`src/include/tlp_cfg.svh`:
```
// Constants of the temperature-limit and rails-good register block
// Assumes inclusion by bare name from the comparator and register design files
`ifndef TLP_CFG_SVH
`define TLP_CFG_SVH

// ----------------------------------------
// Register offsets
// ----------------------------------------
`define TLP_ADDR_TRIG 8'h0d
`define TLP_ADDR_LIMITS 8'h0e
`define TLP_ADDR_RAIL 8'h0f
`define TLP_ADDR_REV 8'h10

// ----------------------------------------
// Reset values
// ----------------------------------------
`define TLP_TRIG_RST 8'h20
`define TLP_COLD_RST 4'h7
`define TLP_HOT_RST 4'h8
`define TLP_RAIL_RST 8'h00
`define TLP_RDATA_RST 8'h00
`define TLP_CONV_END_RST 1'b1

// ----------------------------------------
// Field positions
// ----------------------------------------
`define TLP_TRIG_BIT 7
`define TLP_CONV_END_BIT 5
`define TLP_TRIG_RW_MASK 8'h5f
`define TLP_COLD_MSB 7
`define TLP_COLD_LSB 4
`define TLP_HOT_MSB 3
`define TLP_HOT_LSB 0

// ----------------------------------------
// Threshold code to degrees Celsius
// ----------------------------------------
`define TLP_COLD_OFS 10'sd7
`define TLP_HOT_OFS 10'sd42

`endif

```
`src/include/tlp_pkg.sv`:
```
// Types of the temperature-limit and rails-good register block
// Assumes the constants header sits in the include path
package tlp_pkg;

   // ----------------------------------------
   // Threshold pair
   // ----------------------------------------
   typedef struct packed {
      logic [3:0] cold_threshold;
      logic [3:0] hot_threshold;
   } tlp_limits_s;

   // ----------------------------------------
   // Rail regulation flags
   // ----------------------------------------
   typedef struct packed {
      logic boost_pos_ok;
      logic gate_high_pump_ok;
      logic invert_conv_ok;
      logic source_pos_reg_ok;
      logic gate_low_pump_ok;
      logic source_neg_reg_ok;
   } tlp_rail_s;

   // ----------------------------------------
   // Acquisition control
   // ----------------------------------------
   typedef enum logic [1:0] {
      TLP_ACQ_IDLE = 2'b01,
      TLP_ACQ_BUSY = 2'b10
   } tlp_acq_e;

endpackage

```
`src/rtl/tlp_sync.sv`:
```
// Two-stage synchroniser for a group of asynchronous levels
// Assumes inputs come from the analog rail monitors, outside mclk_i
`timescale 1ns/100ps
module tlp_sync #(
   parameter int WIDTH = 6
) (
   // Clock and reset
   input wire logic mclk_i,
   input wire logic rst_i,
   // Levels
   input wire logic [WIDTH-1:0] async_i,
   output logic [WIDTH-1:0] sync_o
);

   logic [WIDTH-1:0] meta_q;
   logic [WIDTH-1:0] sync_q;

   always_ff @(posedge mclk_i) begin
      if (rst_i) begin
         meta_q <= '0;
         sync_q <= '0;
      end else begin
         meta_q <= async_i;
         sync_q <= meta_q;
      end
   end

   assign sync_o = sync_q;

endmodule

```
`src/rtl/tlp_temp_cmp.sv`:
```
// Hot and cold threshold comparator for a finished temperature reading
// Assumes temp_i is signed degrees Celsius, valid while done_i pulses
`timescale 1ns/100ps
`include "tlp_cfg.svh"
module tlp_temp_cmp
   import tlp_pkg::*;
(
   // Clock and reset
   input wire logic mclk_i,
   input wire logic rst_i,
   // Reading and limits
   input wire logic done_i,
   input wire logic signed [7:0] temp_i,
   input wire tlp_limits_s limits_i,
   // Alarm pulses
   output logic cold_o,
   output logic hot_o
);

   // ----------------------------------------
   // Threshold decode
   // ----------------------------------------
   wire logic signed [9:0] temp_ext = 10'(temp_i);
   wire logic signed [9:0] cold_deg = $signed({6'h00, limits_i.cold_threshold}) - `TLP_COLD_OFS;
   wire logic signed [9:0] hot_deg = $signed({6'h00, limits_i.hot_threshold}) + `TLP_HOT_OFS;
   wire logic is_cold = (temp_ext <= cold_deg);
   wire logic is_hot = (temp_ext >= hot_deg);

   // ----------------------------------------
   // Alarm pulses
   // ----------------------------------------
   always_ff @(posedge mclk_i) begin
      if (rst_i) begin
         cold_o <= 1'b0;
         hot_o <= 1'b0;
      end else begin
         cold_o <= done_i & is_cold;
         hot_o <= done_i & is_hot;
      end
   end

endmodule

```
`src/rtl/tlp_regs.sv`:
```
// Temperature-limit, trigger, rail status and revision registers
// Assumes a serial-bus decoder on mclk_i gives one-cycle read/write strobes
// Assumes the acquisition engine runs on mclk_i
//
// Operation
// - Cold code n means n-7 C; alarm when reading at or below it
// - Hot code n means n+42 C, reset 8; alarm at or above it
// - Rails-good pin released only when the four gate/source rails are good
// - Rail status bit 7 shows the positive boost converter in regulation
// - Rail status bit 6 shows the gate-high charge pump in regulation
// - Rail status bit 5 shows the inverting converter in regulation
// - Rail status bit 4 shows the source-positive regulator in regulation
// - Rail status bit 3 shows the gate-low charge pump in regulation
// - Rail status bit 1 shows the source-negative regulator; bits 2, 0 zero
// - Rail status is read-only, resets to zero, ignores writes
// - Revision holds major in 7:6, minor in 5:4, version in 3:0
// - Writing trigger one starts acquisition; self-clears on completion; compare uses it
`timescale 1ns/100ps
`include "tlp_cfg.svh"
module tlp_regs
   import tlp_pkg::*;
#(
   parameter logic [1:0] MAJOR_REV = 2'h1, // Arbitrary value
   parameter logic [1:0] MINOR_REV = 2'h2, // Arbitrary value
   parameter logic [3:0] VERSION = 4'h3 // Arbitrary value
) (
   // Clock and reset
   input wire logic mclk_i,
   input wire logic rst_i,
   // Register access from the serial bus decoder
   input wire logic [7:0] reg_addr_i,
   input wire logic reg_wr_i,
   input wire logic [7:0] reg_wdata_i,
   input wire logic reg_rd_i,
   output logic [7:0] reg_rdata_o,
   // Acquisition engine
   output logic acq_start_o,
   input wire logic acq_done_i,
   input wire logic signed [7:0] acq_temp_i,
   // Temperature alarms
   output logic cold_alarm_o,
   output logic hot_alarm_o,
   // Rail monitors
   input wire tlp_rail_s rail_ok_i,
   // Rails-good open-drain pin
   output logic rails_good_pin_o,
   output logic rails_good_pin_oe_o
);

   // ----------------------------------------
   // Rail monitor synchronisation
   // ----------------------------------------
   tlp_rail_s rail_sync;

   tlp_sync #(
      .WIDTH(6)
   ) u_rail_sync (
      .mclk_i(mclk_i),
      .rst_i(rst_i),
      .async_i(rail_ok_i),
      .sync_o(rail_sync)
   );

   // ----------------------------------------
   // Address decode
   // ----------------------------------------
   wire logic sel_trig = (reg_addr_i == `TLP_ADDR_TRIG);
   wire logic sel_limits = (reg_addr_i == `TLP_ADDR_LIMITS);
   wire logic sel_rail = (reg_addr_i == `TLP_ADDR_RAIL);
   wire logic sel_rev = (reg_addr_i == `TLP_ADDR_REV);
   wire logic wr_trig = reg_wr_i & sel_trig;
   wire logic wr_limits = reg_wr_i & sel_limits;

   // ----------------------------------------
   // Registers
   // ----------------------------------------
   tlp_limits_s limits_q;
   logic [7:0] trig_misc_q;
   logic [7:0] rail_q;
   tlp_acq_e acq_q;
   tlp_acq_e acq_d;
   logic trig_q;
   logic conv_end_q;
   logic start_q;
   logic pin_oe_q;
   logic pin_q;
   logic [7:0] rdata_q;

   // ----------------------------------------
   // Threshold register
   // ----------------------------------------
   always_ff @(posedge mclk_i) begin
      if (rst_i) begin
         limits_q.cold_threshold <= `TLP_COLD_RST;
         limits_q.hot_threshold <= `TLP_HOT_RST;
      end else if (wr_limits) begin
         limits_q.cold_threshold <= reg_wdata_i[`TLP_COLD_MSB:`TLP_COLD_LSB];
         limits_q.hot_threshold <= reg_wdata_i[`TLP_HOT_MSB:`TLP_HOT_LSB];
      end
   end

   // ----------------------------------------
   // Acquisition trigger
   // ----------------------------------------
   wire logic trig_set = wr_trig & reg_wdata_i[`TLP_TRIG_BIT];
   wire logic acq_end = (acq_q == TLP_ACQ_BUSY) & acq_done_i;

   always_comb begin
      acq_d = acq_q;
      unique case (acq_q)
         TLP_ACQ_IDLE: begin
            if (trig_set) begin
               acq_d = TLP_ACQ_BUSY;
            end
         end
         TLP_ACQ_BUSY: begin
            if (acq_done_i & ~trig_set) begin
               acq_d = TLP_ACQ_IDLE;
            end
         end
         default: begin
            acq_d = TLP_ACQ_IDLE;
         end
      endcase
   end

   always_ff @(posedge mclk_i) begin
      if (rst_i) begin
         acq_q <= TLP_ACQ_IDLE;
         trig_q <= 1'b0;
         conv_end_q <= `TLP_CONV_END_RST;
         start_q <= 1'b0;
      end else begin
         acq_q <= acq_d;
         trig_q <= trig_set | (trig_q & ~acq_end);
         conv_end_q <= ~trig_set & (conv_end_q | acq_end);
         start_q <= trig_set;
      end
   end

   always_ff @(posedge mclk_i) begin
      if (rst_i) begin
         trig_misc_q <= `TLP_TRIG_RST & `TLP_TRIG_RW_MASK;
      end else if (wr_trig) begin
         trig_misc_q <= reg_wdata_i & `TLP_TRIG_RW_MASK;
      end
   end

   // ----------------------------------------
   // Threshold comparison
   // ----------------------------------------
   tlp_temp_cmp u_temp_cmp (
      .mclk_i(mclk_i),
      .rst_i(rst_i),
      .done_i(acq_end),
      .temp_i(acq_temp_i),
      .limits_i(limits_q),
      .cold_o(cold_alarm_o),
      .hot_o(hot_alarm_o)
   );

   // ----------------------------------------
   // Rail status register
   // ----------------------------------------
   wire logic [7:0] rail_byte = {
      rail_sync.boost_pos_ok,
      rail_sync.gate_high_pump_ok,
      rail_sync.invert_conv_ok,
      rail_sync.source_pos_reg_ok,
      rail_sync.gate_low_pump_ok,
      1'b0,
      rail_sync.source_neg_reg_ok,
      1'b0
   };

   always_ff @(posedge mclk_i) begin
      if (rst_i) begin
         rail_q <= `TLP_RAIL_RST;
      end else begin
         rail_q <= rail_byte;
      end
   end

   // ----------------------------------------
   // Rails-good pin
   // ----------------------------------------
   wire logic rails_all_good = rail_q[6] & rail_q[4] & rail_q[3] & rail_q[1];

   always_ff @(posedge mclk_i) begin
      if (rst_i) begin
         pin_oe_q <= 1'b1;
         pin_q <= 1'b0;
      end else begin
         pin_oe_q <= ~rails_all_good;
         pin_q <= 1'b0;
      end
   end

   // ----------------------------------------
   // Read data
   // ----------------------------------------
   wire logic [7:0] trig_byte = trig_misc_q
      | {trig_q, 1'b0, conv_end_q, 5'h00};
   wire logic [7:0] rev_byte = {MAJOR_REV, MINOR_REV, VERSION};
   wire logic [7:0] rd_mux = sel_trig ? trig_byte
      : sel_limits ? limits_q
      : sel_rail ? rail_q
      : sel_rev ? rev_byte
      : 8'h00;

   always_ff @(posedge mclk_i) begin
      if (rst_i) begin
         rdata_q <= `TLP_RDATA_RST;
      end else if (reg_rd_i) begin
         rdata_q <= rd_mux;
      end
   end

   // ----------------------------------------
   // Outputs
   // ----------------------------------------
   assign reg_rdata_o = rdata_q;
   assign acq_start_o = start_q;
   assign rails_good_pin_o = pin_q;
   assign rails_good_pin_oe_o = pin_oe_q;

endmodule

```
`config.mk`:
```
export PLATFORM = sky130hd
export DESIGN_NAME = tlp_regs
export DESIGN_NICKNAME = d
export VERILOG_FILES = /design/src/include/tlp_pkg.sv /design/src/rtl/tlp_sync.sv /design/src/rtl/tlp_temp_cmp.sv /design/src/rtl/tlp_regs.sv
export VERILOG_INCLUDE_DIRS = /design/src /design/src/include
export SDC_FILE = /design/constraint.sdc
export NUM_CORES = 1
export LEC_CHECK = 0
export ABC_AREA = 1
export BUFFER_PORTS_ARGS = -buffer_cell sky130_fd_sc_hd__buf_2
export CORE_MARGIN = 5
export CORE_UTILIZATION = 40
export DETAILED_ROUTE_END_ITERATION = 8
export GPL_ROUTABILITY_DRIVEN = 0
export GPL_TIMING_DRIVEN = 1
export PLACE_DENSITY = 0.58
export RECOVER_POWER = 100
export SYNTH_ARGS = -nofsm -noshare
export SYNTH_HDL_FRONTEND = slang
export SYNTH_SLANG_ARGS = --single-unit
export TNS_END_PERCENT = 30
```
`constraint.sdc`:
```
create_clock -name mclk_i -period 3.3 [get_ports mclk_i]
set_input_delay 0.495 -clock mclk_i [delete_from_list [all_inputs] [get_ports mclk_i]]
set_output_delay 0.495 -clock mclk_i [all_outputs]
set_load 0.01 [all_outputs]
```
==> out/metrics.cfg <==
[synth]
synth_area_um2 = 2305
synth_cell_type_count = 26
synth_edf_count = 0
ys_seq_area_frac = 0.4169
synth_area_leaders = dfxtp_1 42%, nand2_1 10%, inv_1 8.5%, ha_1 8.1%, nor2_1 7.3%
yosys.area.top_type = dfxtp_1
ys_seq_elements = 48
avgSynthCellArea_um2 = 7.157
ys.flop_type = dfxtp_1
async_reset_ff_frac = 0
synth_nets = 372
yosysWarnings = 0
synth_most_common_cell = nand2_1
synth_common_cells = 64 x nand2_1, 52 x inv_1, 48 x dfxtp_1
synth_cells = 322
synth_top_area_frac = 0.4169

[die]
die-area_um2 = 7380
die_h_um = 85.91
num_io_pins = 48
core_um2 = 5540
rows = 27
initial_core_util = 0.4160
die_width_um = 85.91

[power_and_ir_drop]
peakVddDrop_mv = 0.2427
p_leak_uw = 0.001269
power_density_nw_per_um2 = 418.5
finalPower_uw = 1123
p_switching_uw = 266.7
power_frac_seq = 0.529
p_comb_frac = 0.087
switching_share = 0.2376
p_int_uw = 856.0
power_frac_clock = 0.384

[sta]
drv_slew = 0
hold_viol = 0
finalSetupViolations = 0
post-route-min-period_ns = 2.277
finalClockSkew_ns = 0.003531
final.setup.tns_ns = 0
slew_headroom = 0.03078
worst-slew-pin-transition_ns = 1.454
rsz0062_at_grt = false
fin_crit_sh = 0.6901
fmax_mhz = 439.1

[clock_network]
ctsHtreeMaxLevel = 2
hold_buffers = 0
cts_resized = 0
post-cts-setup-buffer-count = 0
cts_max_path_buffers = 2
clock_latency_ns = 0.30
cts_root_buf = clkbuf_8
numCtsBuffers = 5
cts_sinks = 48
cts.clk_slew.worst_paths_ns = 0.09
cts_tree = yes

[drt]
ant_nets = 0
first_iter_violations = 131
first_pass_iters = 4
drc = 0
wl_um = 4859
routed-via-count = 2014
via_per_inst = 4.567
wl_per_cell_um = 11.02

[worst_setup_path]
cp-start-kind = input pin
crit_path_max_fanout = 33
cp.required_ns = 3.49
cp.arrival_ns = 2.47
worst_setup_path_end_kind = flop
path_class = in2reg

[final_layout]
n_antenna_cell = 0
layout-drive-gt1-share = 0.1545
seq_area_um2 = 960.9
fill_cells = 616
stdcell_area_um2 = 2683
areaGrowthSynthToFinish_pct = 16.40
final_core_util = 0.4842
nNetsFinal = 418
multi_input_area_um2 = 1077

[global_routing]
overflow = 0
grt_pass1_wl_um = 8542
track_usage = 0.1438
grt_pass1_vias = 1984
grt_max_degree = 34
antenna_found_initial = 0

[flow_run]
drv_cap = 0

[hold_path]
hold_path_class = in2reg

[placement]
postPlaceCellArea_um2 = 2587
dp_hpwl_um = 3860
portBuffers = 46

[outcome]
status = complete, no violations

-- cell usage in the layout, fill, tap and decap left out, types with 3 or more instances in the layout --
| cell | count |
|---|---|
| a21oi_1 | 20 |
| buf_2 | 34 |
| clkbuf_1 | 13 |
| clkbuf_8 | 5 |
| clkinv_4 | 3 |
| dfxtp_1 | 48 |
| ha_1 | 15 |
| inv_1 | 52 |
| inv_2 | 4 |
| nand2_1 | 65 |
| nand2_2 | 4 |
| nand3_1 | 23 |
| nand4_1 | 3 |
| nor2_1 | 45 |
| nor2_2 | 3 |
| o21ai_0 | 18 |
-- through the flow --
stage / instances / setup slack, ns / hold slack (ns)
after floorplan: 322 / 1.739 / 0.3812
after CTS: 441 / 1.546 / 0.3719
after detailed placement: 433 / 1.552 / 0.3925
final: 441 / 1.023 / 0.3839
after global routing: 441 / 0.7065 / 0.3665
after global placement: 433 / 1.572 / 0.3887
-- worst max-delay path: stages --
cell and delay [ns]:
buf_2 0.07, clkbuf_1 1.05, inv_1 0.57, o21ai_0 0.21
a31oi_1 0.06
-- routing by layer --
layer | GRT usage | share of wire | up-vias
met4 | 0.04173 | 0.012 | 0
li1 | - | - | 1095
met1 | 0.1928 | 0.49 | 874
met3 | 0.03170 | 0.060 | 8
met5 | 0 | 0 | -
met2 | 0.2313 | 0.43 | 37
-- power groups by stage --
stage               registers, µW  logic, µW  clock network, µW
finish                        594       97.2                431
floorplan                     608       56.8                  0
global placement              608       97.5                  0
detailed placement            608       98.9                  0
global route                  596        113                468
CTS                           595       99.3                445
-- registers in the layout, summed over array words and instances (netlist names) --
name                 count
u_temp_cmp.hot_o         1
u_rail_sync.meta_q       6
limits_q                 8
u_temp_cmp.cold_o        1
rails_good_pin_oe_o      1
acq_q                    2
conv_end_q               1
reg_rdata_o              8
trig_q                   1
acq_start_o              1
trig_misc_q              6
rail_q                   6
u_rail_sync.sync_o       6
-- path summary, 6_finish.rpt --
check	startpoint	end	slack (ns)	depth (start not counted)
hold reg to reg	u_rail_sync.meta_q[2]$_SDFF_PP0_	u_rail_sync.sync_o[2]$_SDFF_PP0_	0.40	2
setup / recovery	rst_i	reg_rdata_o[7]$_SDFFE_PP0P_	1.02	5
hold / removal	rail_ok_i[1]	u_rail_sync.meta_q[1]$_SDFF_PP0_	0.38	3
setup reg to reg	limits_q[5]$_SDFFE_PP1P_	u_temp_cmp.cold_o$_SDFF_PP0_	1.54	11
-- logic make-up after synthesis --
family / count (synthesis) / share of synthesized area
compound gates: 43 / 0.09663
buf+inv: 65 / 0.1145
simple gates: 147 / 0.2774
fa+ha+maj: 15 / 0.08143
flops: 48 / 0.4169
other cells: 1 / 0.001627
xor+xnor: 3 / 0.01140
-- area by class of cell --
cell class,count,area share
inverter,57,0.08162
tap,72,0.03358
sequential,48,0.3582
timing repair buffer,47,0.08162
clock inverter,3,0.01772
clock buffer,5,0.02565
multi-input combinational,209,0.4016
(Power assumes the default switching activity.)
